==> src/pcrc_defines.vh <==
`ifndef PCRC_DEFINES_VH
`define PCRC_DEFINES_VH

// register byte addresses
`define PCRC_ADDR_CTRL      4'h0
`define PCRC_ADDR_TAP       4'h4
`define PCRC_ADDR_RESULT    4'h8
`define PCRC_ADDR_WDATA     4'hc

// control_status_reg fields
`define PCRC_POLY_LENGTH_LSB       0
`define PCRC_POLY_LENGTH_MSB       3
`define PCRC_GO_BIT         4
`define PCRC_EMPTY_BIT      6
`define PCRC_FULL_BIT       7
`define PCRC_COUNT_LSB      8
`define PCRC_COUNT_MSB      12
`define PCRC_IDLESTOP_BIT   13

// fifo depths and the length threshold that picks one
`define PCRC_DEPTH_LONG     5'h08
`define PCRC_DEPTH_SHORT    5'h10
`define PCRC_POLY_LENGTH_SPLIT     4'h7

// reset values
`define PCRC_RST_POLY_LENGTH       4'h0
`define PCRC_RST_TAP        15'h0000
`define PCRC_RST_CRC        16'h0000
`define PCRC_RST_COUNT      5'h00

// axi responses
`define PCRC_RESP_OKAY      2'h0
`define PCRC_RESP_SLVERR    2'h2

`endif

==> src/pcrc_generator.v <==
// Register access over AXI4-Lite and the register addresses were decided locally.
`timescale 1ns/1ps
`include "pcrc_defines.vh"

// How it works
// - taps come from tap mask bits 15..1
// - constant and top terms always fed back
// - length field is length minus one, word width
// - fifo 8 deep above length field 7, else 16
// - writing word's top byte bumps count
// - shift only while go and count nonzero
// - bit zero done decrements count, continue
// - one bit shifted per clock
// - full at depth, empty at zero
// - write while full rolls count to zero
// - interrupt on count going one to zero
// - count may show one cycle after write
// - sleep freezes state, resumes later
// - idle stop acts like sleep, events pass
// - reset clears controls, count, full; empty set
// - clearing go halts the shifter
module pcrc_generator
(
    input  wire        clk,
    input  wire        clkEn,
    input  wire        reset_n,
    input  wire        sleepReq,
    input  wire        idleReq,
    input  wire [31:0] s_axi_awaddr,
    input  wire        s_axi_awvalid,
    output reg         s_axi_awready,
    input  wire [31:0] s_axi_wdata,
    input  wire [3:0]  s_axi_wstrb,
    input  wire        s_axi_wvalid,
    output reg         s_axi_wready,
    output reg  [1:0]  s_axi_bresp,
    output reg         s_axi_bvalid,
    input  wire        s_axi_bready,
    input  wire [31:0] s_axi_araddr,
    input  wire        s_axi_arvalid,
    output reg         s_axi_arready,
    output reg  [31:0] s_axi_rdata,
    output reg  [1:0]  s_axi_rresp,
    output reg         s_axi_rvalid,
    input  wire        s_axi_rready,
    output reg         crcIrq
);

////////////////////////////////////////////////////////////////////////////
// state

reg  [1:0]  sleepSync_q;
reg  [1:0]  idleSync_q;
reg         awHeld_q;
reg  [3:0]  awAddr_q;
reg         awBad_q;
reg         wHeld_q;
reg  [31:0] wData_q;
reg  [3:0]  wStrb_q;
reg  [3:0]  poly_length_q;
reg         shift_go_q;
reg         idle_stop_q;
reg  [15:1] tap_mask_q;
reg  [15:0] crc_q;
reg  [15:0] stage_q;
reg  [4:0]  fifo_word_count_q;
reg  [3:0]  wrPtr_q;
reg  [3:0]  rdPtr_q;
reg  [3:0]  bitIdx_q;
reg         midWord_q;
reg  [15:0] fifoMem [0:15];

////////////////////////////////////////////////////////////////////////////
// derived terms

wire        longPoly = poly_length_q > `PCRC_POLY_LENGTH_SPLIT;
wire [4:0]  depth = longPoly ? `PCRC_DEPTH_LONG
                             : `PCRC_DEPTH_SHORT;
wire        fifo_full_flag = fifo_word_count_q == depth;
wire        fifo_empty_flag = fifo_word_count_q == 5'h00;
// sleep or idle-with-stop suspend the engine and fifo pushes; bus stays served
wire        engineRun = ~sleepSync_q[1]
                        & ~(idleSync_q[1] & idle_stop_q);
wire        doWrite = awHeld_q & wHeld_q & ~s_axi_bvalid;
// writes outside the decoded window are answered but never land
wire        goodWrite = doWrite & ~awBad_q;
wire        wrCtrl = goodWrite & (awAddr_q == `PCRC_ADDR_CTRL);
wire        wrTap = goodWrite & (awAddr_q == `PCRC_ADDR_TAP);
wire        wrResult = goodWrite & (awAddr_q == `PCRC_ADDR_RESULT);
wire        wrData = goodWrite & (awAddr_q == `PCRC_ADDR_WDATA);
wire        wrMapped = wrCtrl | wrTap | wrResult | wrData;
// unmapped reads select no register, so the default arm returns zero
wire [3:0]  rdSel = (s_axi_araddr[31:4] != 28'h0) ? 4'h1
                                                 : {s_axi_araddr[3:2], 2'h0};
// the word's top byte lane follows the programmed length
wire        msbLane = longPoly ? wStrb_q[1] : wStrb_q[0];
wire [15:0] mergedWord = {wStrb_q[1] ? wData_q[15:8] : stage_q[15:8],
                          wStrb_q[0] ? wData_q[7:0] : stage_q[7:0]};
wire        push = wrData & msbLane & engineRun;
wire        overflow = push & fifo_full_flag;
wire        shiftEn = engineRun & shift_go_q
                      & ~fifo_empty_flag;
wire [3:0]  curIdx = midWord_q ? bitIdx_q : poly_length_q;
wire [15:0] curWord = fifoMem[rdPtr_q];
wire        dataBit = curWord[curIdx];
wire        pop = shiftEn & (curIdx == 4'h0) & ~overflow;

////////////////////////////////////////////////////////////////////////////
// crc step: msb-first lfsr, width set by the length field

reg  [15:0] widthMask;
reg  [15:0] crcStep;
reg         feedback;
integer     i;
always @*
begin
    widthMask = 16'h0000;
    for (i = 0; i < 16; i = i + 1)
    begin
        widthMask[i] = (i <= poly_length_q);
    end
    feedback = dataBit ^ crc_q[poly_length_q];
    // top term implied by dropping the shifted-out bit
    crcStep = {crc_q[14:0], 1'b0} & widthMask;
    if (feedback)
    begin
        crcStep = crcStep
                  ^ ({tap_mask_q, 1'b1} & widthMask);
    end
end

////////////////////////////////////////////////////////////////////////////
// pin synchronisers

always @(posedge clk)
begin
    if (!reset_n)
    begin
        sleepSync_q <= 2'h0;
        idleSync_q  <= 2'h0;
    end
    else if (clkEn)
    begin
        sleepSync_q <= {sleepSync_q[0], sleepReq};
        idleSync_q  <= {idleSync_q[0], idleReq};
    end
end

////////////////////////////////////////////////////////////////////////////
// axi4-lite write channel: address and data taken in either order

always @(posedge clk)
begin
    if (!reset_n)
    begin
        awHeld_q      <= 1'b0;
        awAddr_q      <= 4'h0;
        awBad_q       <= 1'b0;
        wHeld_q       <= 1'b0;
        wData_q       <= 32'h00000000;
        wStrb_q       <= 4'h0;
        s_axi_awready <= 1'b0;
        s_axi_wready  <= 1'b0;
        s_axi_bvalid  <= 1'b0;
        s_axi_bresp   <= `PCRC_RESP_OKAY;
    end
    else if (clkEn)
    begin
        s_axi_awready <= ~awHeld_q & ~(s_axi_awvalid & s_axi_awready);
        s_axi_wready  <= ~wHeld_q & ~(s_axi_wvalid & s_axi_wready);
        if (s_axi_awvalid && s_axi_awready)
        begin
            awHeld_q <= 1'b1;
            awAddr_q <= {s_axi_awaddr[3:2], 2'h0};
            awBad_q  <= (s_axi_awaddr[31:4] != 28'h0);
        end
        if (s_axi_wvalid && s_axi_wready)
        begin
            wHeld_q <= 1'b1;
            wData_q <= s_axi_wdata;
            wStrb_q <= s_axi_wstrb;
        end
        if (doWrite)
        begin
            s_axi_bvalid <= 1'b1;
            s_axi_bresp  <= wrMapped ? `PCRC_RESP_OKAY
                                     : `PCRC_RESP_SLVERR;
        end
        if (s_axi_bvalid && s_axi_bready)
        begin
            s_axi_bvalid <= 1'b0;
            awHeld_q     <= 1'b0;
            wHeld_q      <= 1'b0;
        end
    end
end

////////////////////////////////////////////////////////////////////////////
// axi4-lite read channel

always @(posedge clk)
begin
    if (!reset_n)
    begin
        s_axi_arready <= 1'b0;
        s_axi_rvalid  <= 1'b0;
        s_axi_rdata   <= 32'h00000000;
        s_axi_rresp   <= `PCRC_RESP_OKAY;
    end
    else if (clkEn)
    begin
        s_axi_arready <= ~s_axi_rvalid & ~(s_axi_arvalid & s_axi_arready);
        if (s_axi_arvalid && s_axi_arready)
        begin
            s_axi_rvalid <= 1'b1;
            s_axi_rresp  <= (s_axi_araddr[31:4] == 28'h0)
                            ? `PCRC_RESP_OKAY : `PCRC_RESP_SLVERR;
            case (rdSel)
                `PCRC_ADDR_CTRL:
                    s_axi_rdata <= {18'h0, idle_stop_q, fifo_word_count_q,
                                    fifo_full_flag, fifo_empty_flag, 1'b0,
                                    shift_go_q, poly_length_q};
                `PCRC_ADDR_TAP:
                    s_axi_rdata <= {16'h0, tap_mask_q, 1'b0};
                `PCRC_ADDR_RESULT:
                    s_axi_rdata <= {16'h0, crc_q};
                default:
                    s_axi_rdata <= 32'h00000000;
            endcase
        end
        else if (s_axi_rvalid && s_axi_rready)
        begin
            s_axi_rvalid <= 1'b0;
        end
    end
end

////////////////////////////////////////////////////////////////////////////
// control, tap mask and staging registers

always @(posedge clk)
begin
    if (!reset_n)
    begin
        poly_length_q <= `PCRC_RST_POLY_LENGTH;
        shift_go_q    <= 1'b0;
        idle_stop_q   <= 1'b0;
        tap_mask_q    <= `PCRC_RST_TAP;
        stage_q       <= 16'h0000;
    end
    else if (clkEn)
    begin
        if (wrCtrl && wStrb_q[0])
        begin
            poly_length_q <= wData_q[`PCRC_POLY_LENGTH_MSB:`PCRC_POLY_LENGTH_LSB];
            shift_go_q    <= wData_q[`PCRC_GO_BIT];
        end
        if (wrCtrl && wStrb_q[1])
        begin
            idle_stop_q <= wData_q[`PCRC_IDLESTOP_BIT];
        end
        if (wrTap && wStrb_q[0])
        begin
            tap_mask_q[7:1] <= wData_q[7:1];
        end
        if (wrTap && wStrb_q[1])
        begin
            tap_mask_q[15:8] <= wData_q[15:8];
        end
        // partial lower byte of a long word waits here for its top byte
        if (wrData)
        begin
            stage_q <= mergedWord;
        end
    end
end

////////////////////////////////////////////////////////////////////////////
// fifo, word count and serial shifter

always @(posedge clk)
begin
    if (clkEn && push)
    begin
        fifoMem[wrPtr_q] <= mergedWord;
    end
end

always @(posedge clk)
begin
    if (!reset_n)
    begin
        fifo_word_count_q <= `PCRC_RST_COUNT;
        wrPtr_q           <= 4'h0;
        rdPtr_q           <= 4'h0;
        bitIdx_q          <= 4'h0;
        midWord_q         <= 1'b0;
        crc_q             <= `PCRC_RST_CRC;
        crcIrq            <= 1'b0;
    end
    else if (clkEn)
    begin
        // pulse lands in the cycle after the last pop, even if the
        // engine is then suspended
        crcIrq <= pop & ~push
                  & (fifo_word_count_q == 5'h01);
        if (overflow)
        begin
            // stale words are discarded and no event is raised
            fifo_word_count_q <= 5'h00;
            wrPtr_q           <= 4'h0;
            rdPtr_q           <= 4'h0;
            midWord_q         <= 1'b0;
        end
        else
        begin
            if (push)
            begin
                wrPtr_q <= wrPtr_q + 4'h1;
            end
            if (pop)
            begin
                rdPtr_q <= rdPtr_q + 4'h1;
            end
            if (push && !pop)
            begin
                fifo_word_count_q <= fifo_word_count_q + 5'h01;
            end
            else if (pop && !push)
            begin
                fifo_word_count_q <= fifo_word_count_q - 5'h01;
            end
        end
        if (wrResult)
        begin
            crc_q <= wData_q[15:0];
        end
        else if (shiftEn && !overflow)
        begin
            crc_q <= crcStep;
            if (curIdx == 4'h0)
            begin
                midWord_q <= 1'b0;
            end
            else
            begin
                bitIdx_q  <= curIdx - 4'h1;
                midWord_q <= 1'b1;
            end
        end
    end
end

endmodule // pcrc_generator

==> config.mk <==
export PLATFORM = sky130hd
export DESIGN_NAME = pcrc_generator
export DESIGN_NICKNAME = d
export VERILOG_FILES = /design/src/pcrc_generator.v
export VERILOG_INCLUDE_DIRS = /design/src /design/src/src
export SDC_FILE = /design/constraint.sdc
export NUM_CORES = 1
export LEC_CHECK = 0
export BUFFER_PORTS_ARGS = -buffer_cell sky130_fd_sc_hd__buf_2
export CAP_MARGIN = 0
export CORE_ASPECT_RATIO = 0.6
export CORE_MARGIN = 2
export CORE_UTILIZATION = 55
export CTS_CLUSTER_DIAMETER = 120
export CTS_CLUSTER_SIZE = 14
export DETAILED_ROUTE_END_ITERATION = 6
export GPL_TIMING_DRIVEN = 0
export PLACE_DENSITY_LB_ADDON = 0.15
export RECOVER_POWER = 100
export SYNTH_ARGS = -nofsm -noshare
export SYNTH_HDL_FRONTEND = slang
export SYNTH_SLANG_ARGS = --single-unit
==> constraint.sdc <==
create_clock -name clk -period 3.5 [get_ports clk]
set_clock_uncertainty 0.15 [all_clocks]
set_input_delay 0.525 -clock clk [delete_from_list [all_inputs] [get_ports clk]]
set_output_delay 0.525 -clock clk [all_outputs]
set_load 0.005 [all_outputs]
# Yosys cells after proc, flatten, opt, wreduce, memory -nomap -nowiden
# Memory sizes are Yosys's and may differ from the RTL's. A register that Yosys moved wholly into a read port is not among the register bits.
# Index checks and enable logic that the tools add are counted.
[op_classes]
addsub = 5
n_lt_le_gt_ge = 18
eq_ne = 7
mux = 39
n_bitwise = 46
n_reduce_logical = 49
[op_table]
columns = ["operator", "count"]
rows = [
  ["nonzero test 28 bit", 2],
  ["two-way mux 16 bit", 3],
  ["one-hot mux 16 bit (3 select lines)", 1],
  ["AND reduction 2 bit", 17],
  ["bitwise AND 16 bit", 2],
  ["<= comparator 4 bit (first input constant)", 8],
  ["two-way mux 4 bit", 8],
  ["zero test 28 bit", 1],
  ["bitwise AND 1 bit", 24],
  ["two-way mux 5 bit", 4],
  ["two-way mux 1 bit", 17],
  ["<= comparator 3 x 4 -> 1 bit (first input constant)", 4],
  ["two-way mux 8 bit", 2],
  ["bitwise XOR 16 bit", 1],
  ["NOT 1 bit", 15],
  ["nonzero test 2 bit", 7],
  ["logical AND 1 bit", 13],
  ["zero test 4 bit", 3],
  ["less-than comparator 4 x 5 -> 1 bit (second input constant)", 2],
  ["adder 4 x 1 -> 4 bit (second input constant)", 2],
  ["binary-select mux 1 bit (select 4 bit)", 2],
  ["<= comparator 2 x 4 -> 1 bit (first input constant)", 2],
  ["adder 5 x 1 -> 5 bit (second input constant)", 1],
  ["equality test 5 x 1 -> 1 bit (second input constant)", 1],
  ["16 further kinds", 22],
]
[totals]
reg_bits = 140
ramBits = 256
output_inout_bits = 42
mem_count = 1
[mem_list]
columns = ["memory", "depth", "word_bits", "read_ports", "rd_ports_with_merged_regs", "write_ports", "line_no", "rtl"]
rows = [
  ["fifoMem", 16, 16, 1, 1, 1, "pcrc_generator.v:71", "reg [15:0] fifoMem [0:15];"],
]

# Depth between registers and ports, before layout
[depth]
depth_word = 13
depth_mapped = 15
depth_no_buf = 11

# Least setup slack after synthesis
# No wires, ideal clock.
[synth_path]
path_type = "register -> register"
from = "register s_axi_bvalid"
to = "memory fifoMem[3][0], enable pin"
arrival_ns = 2.616
slack_ns = 0.325
path_stages_with_launch = 7
path_cell_list = "dfxtp_1 -> nand4bb_1 -> nor3_1 -> nand2_1 -> nor2_1 -> nand2_1 -> nor3_1"
[synth_between]
elab_chain_len = 9
[synth_lines]
columns = ["item", "line_no", "rtl"]
rows = [
  ["from (decl)", "pcrc_generator.v:37", "output reg s_axi_bvalid,"],
  ["from (signal assigned)", "pcrc_generator.v:164", "s_axi_bvalid <= 1'b0;"],
  ["from (signal assigned)", "pcrc_generator.v:185", "s_axi_bvalid <= 1'b1;"],
  ["from (signal assigned)", "pcrc_generator.v:191", "s_axi_bvalid <= 1'b0;"],
  ["NOT 1 bit", "pcrc_generator.v:84", "wire doWrite = awHeld_q & wHeld_q & ~s_axi_bvalid;"],
  ["bitwise AND 1 bit", "pcrc_generator.v:84", ""],
  ["bitwise AND 1 bit", "pcrc_generator.v:86", "wire goodWrite = doWrite & ~awBad_q;"],
  ["bitwise AND 1 bit", "pcrc_generator.v:90", "wire wrData = goodWrite & (awAddr_q == `PCRC_ADDR_WDATA);"],
  ["bitwise AND 1 bit (2 in series)", "pcrc_generator.v:99", "wire push = wrData & msbLane & engineRun;"],
  ["logical AND 1 bit", "pcrc_generator.v:283", "if (clkEn && push)"],
  ["two-way mux 1 bit", "pcrc_generator.v:283", ""],
  ["two-way mux 1 bit (implied by the code)", "pcrc_generator.v:285", "fifoMem[wrPtr_q] <= mergedWord;"],
  ["to (decl)", "pcrc_generator.v:71", ""],
]
# No other way between the ends.

==> impl_metrics.tcl <==
set metrics [dict create \
    status "complete, no violations" \
    start_kind "flip-flop" \
    crit_path_end_kind "flip-flop" \
    critPathMaxFanout 10 \
    final_cell_mix "edfxtp_1, dfxtp_1, nand2_1, buf_2, mux2i_1" \
    grt_usage 0.300 \
    ys.flop_type "edfxtp_1" \
    power_mw 8.21 \
    drc_errors 0 \
    post-route-period-util 0.986 \
    whs_ns 0.0381 \
    async_flop_share 0 \
    start_util 0.562 \
    coreArea_um2 30100 \
    p_int_mw 6.51 \
    fmax_mhz 290 \
    holdCritPathClass "input port to flip-flop" \
    area_growth_pct 16.1 \
    synth_area_um2 16900 \
    dr.first_iter.drc_count 1538 \
    wl_met1_mm 22.4 \
    grt_pass1_vias 11000 \
    synth_compound_area_frac 0.0711 \
    power_switching_mw 1.70 \
    yosys.area.top_type "edfxtp_1" \
    drive_gt1_frac 0.226 \
    cts_buffers 31 \
    period_needed_ns 3.45 \
    die-area_um2 32200 \
    antenna_found_initial 1 \
    fin_ws_ns 0.0475 \
    r2r_slack_ns 0.05 \
    clk_pin_slew_ns 0.07 \
    top_layer_used "met4" \
    fp-row-count 49 \
    max_cap_violations 0 \
    slew_violations 0 \
    grt_pass1_wl_mm 71.0 \
    synth.distinct_cells 72 \
    synthTopCellsByArea "edfxtp_1, dfxtp_1, mux4_2" \
    num_vias 11600 \
    synthAdderAreaFrac 0.00813 \
    antenna_left 0 \
    overflow 0 \
    cts_tree "built" \
    synth_top_family_by_area "multiplexers" \
    n_antenna_cell 0 \
    synth_warnings 0 \
    fin_util 0.652 \
    clk_latency_ns 0.59 \
    setup_tns_ns 0 \
    synthMuxAreaShare 0.160 \
    pwr-share-clk 0.393 \
    hpwl_mm 34.6 \
    io_buffer_count 109 \
    clk_path_buf_depth 3 \
    die_y_um 140 \
    power_frac_seq 0.583 \
    drt-wirelength-per-cell_um 25.4 \
    vdd_drop_max_mv 0.388 \
    power_frac_comb 0.024 \
    yosysTopAreaCellShare 0.454 \
    setup_viol 0 \
    synth_edf_count 256 \
    dpl_worst_slack_ns -0.281 \
    cts-hold-fix-buffers 0 \
    max_slew_margin 0.248 \
    wl_met2_mm 18.6 \
    ios 152 \
    gp_congestion 0.983 \
    avgSynthCellArea_um2 13.5 \
    final_nets 1574 \
    die_w_um 230 \
    final_common_cell "edfxtp_1" \
    synth-xor-area-share 0.00666 \
    grt_max_degree 18 \
    cts.sinks 382 \
    synth-simple-area-share 0.113 \
    worstPathRequired_ns 3.87 \
    synth-seq-cells 382 \
    sw_frac_of_total 0.207 \
    synth_cells 1254 \
    criticalPathCategory "flip-flop to flip-flop" \
    crit_arrival_ns 3.82 \
    drt-pass1-iter-count 6 \
    worstMarginPinSlew_ns 1.12 \
    p_per_area_nw_per_um2 418 \
    rsz0062_at_grt "true" \
    cts.htree.levels 1 \
    wl_mm 47.8 \
    wl_met3_mm 6.01 \
    yosysSeqAreaShare 0.603 \
    clockRootBuffer "clkbuf_16" \
    viasPerCell 6.15 \
    p_leak_nw 6.12 \
    final_hold_viol_count 0 \
]
## metal layers
metal	GRT usage	vias up
met3	0.107	72
li1	-	5098
met2	0.387	576
met4	0.0564	0
met5	0	-
met1	0.481	5822
## cell usage after synthesis (all sizes together) (2+ instances only)
cell     instances
and2             7
nand4b           2
nor2b           79
clkbuf          43
nand4           10
a41oi            2
a32o             2
ha              11
o211ai           9
or3              9
and3             8
o21a             3
xor2             5
a311o            2
xnor2            7
dfxtp          126
a21o             2
inv             23
nand2          118
mux2            23
buf             50
nor3b           12
nand3           27
a21boi          22
o311ai           2
nand2b           6
nor4            15
nor2            45
a22oi           19
a21oi           38
a32oi            7
nand3b           6
a31oi           11
mux4            66
mux2i           94
edfxtp         256
nor3            20
o21ai           35
a311oi           2
o2bb2ai          2
a22o             3
a211oi           5
or4              2
## path summary, 6_finish.rpt
path / startpoint / endpoint / cells after the start
worst max register to register: flip-flop / crc_q[7]$_SDFFE_PN0P_ / 12
worst min register to register: s_axi_rvalid$_SDFFE_PN0P_ / s_axi_rvalid$_SDFFE_PN0P_ / 2
worst max-delay path: flip-flop / crc_q[7]$_SDFFE_PN0P_ / 12
worst min-delay path: s_axi_wdata[1] / wData_q[1]$_SDFFE_PN0P_ / 3
## power by group through the flow
| stage | Sequential, mW | Combinational (mW) | Clock (mW) |
|---|---|---|---|
| 6_report | 4.78 | 0.197 | 3.23 |
| 5_1_grt | 4.78 | 0.211 | 3.44 |
| 4_1_cts | 4.78 | 0.193 | 3.26 |
| 3_5_place_dp | 4.89 | 0.192 | 0 |
| 3_3_place_gp | 4.88 | 0.189 | 0 |
| 2_1_floorplan | 4.88 | 0.0973 | 0 |
## logic make-up (layout without fill, tap and decap cells)
logic type | Yosys count | after routing
AOI/OAI and AO/OA | 177 | 177
other | 1 | 18
buffers and inverters | 116 | 319
xor gates and xnor gates | 12 | 12
DFF | 382 | 382
adders and majority gates | 11 | 11
and+or+nand+nor | 372 | 372
muxes | 183 | 183
## flip-flops by register name (all words and copies together), names as in the netlist, 2 cells and up, named ones only
register / flops
s_axi_rdata: 16
wStrb_q: 2
fifoMem: 256
idleSync_q: 2
bitIdx_q: 4
poly_length_q: 4
tap_mask_q: 15
wData_q: 16
crc_q: 16
wrPtr_q: 4
fifo_word_count_q: 5
stage_q: 16
sleepSync_q: 2
awAddr_q: 2
rdPtr_q: 4
## repair_timing
| action | 4_1_cts | 5_1_grt |
|---|---|---|
| pin swaps | 1 | 10 |
| gates cloned | 0 | 2 |
| buffers inserted | 3 | 18 |
| gates resized for setup | 26 | 37 |
| endpoints found under the setup margin | 17 | 42 |
## through the flow
step           cell area (µm²)  cells
6_report                 19600   1882
5_1_grt                  19600   1882
4_1_cts                  19400   1864
3_5_place_dp             18400   1807
3_3_place_gp             18000   1788
2_1_floorplan            17000   1271
## critical path: stages (launching register included)
cell	delay (ns)
dfxtp_1	0.52
clkbuf_4	0.33
buf_2	0.33
mux2i_1	0.31
nor3_1	0.10
o41ai_2	0.38
a32oi_2	0.13
a21o_1	0.22
buf_6	0.14
xnor2_4	0.15
buf_6	0.16
or3_1	0.31
a31oi_1	0.14
## area by class of cell
type	count	area [µm²]
clock buffers	52	855
clock inverters	2	20.0
inverters	23	86.3
well taps	408	510
multi-input cells	773	6370
plain buffers	91	592
flip-flops and latches	382	10200
fillers	2255	10500
repair buffers	151	991
(Power assumes the default switching activity.)
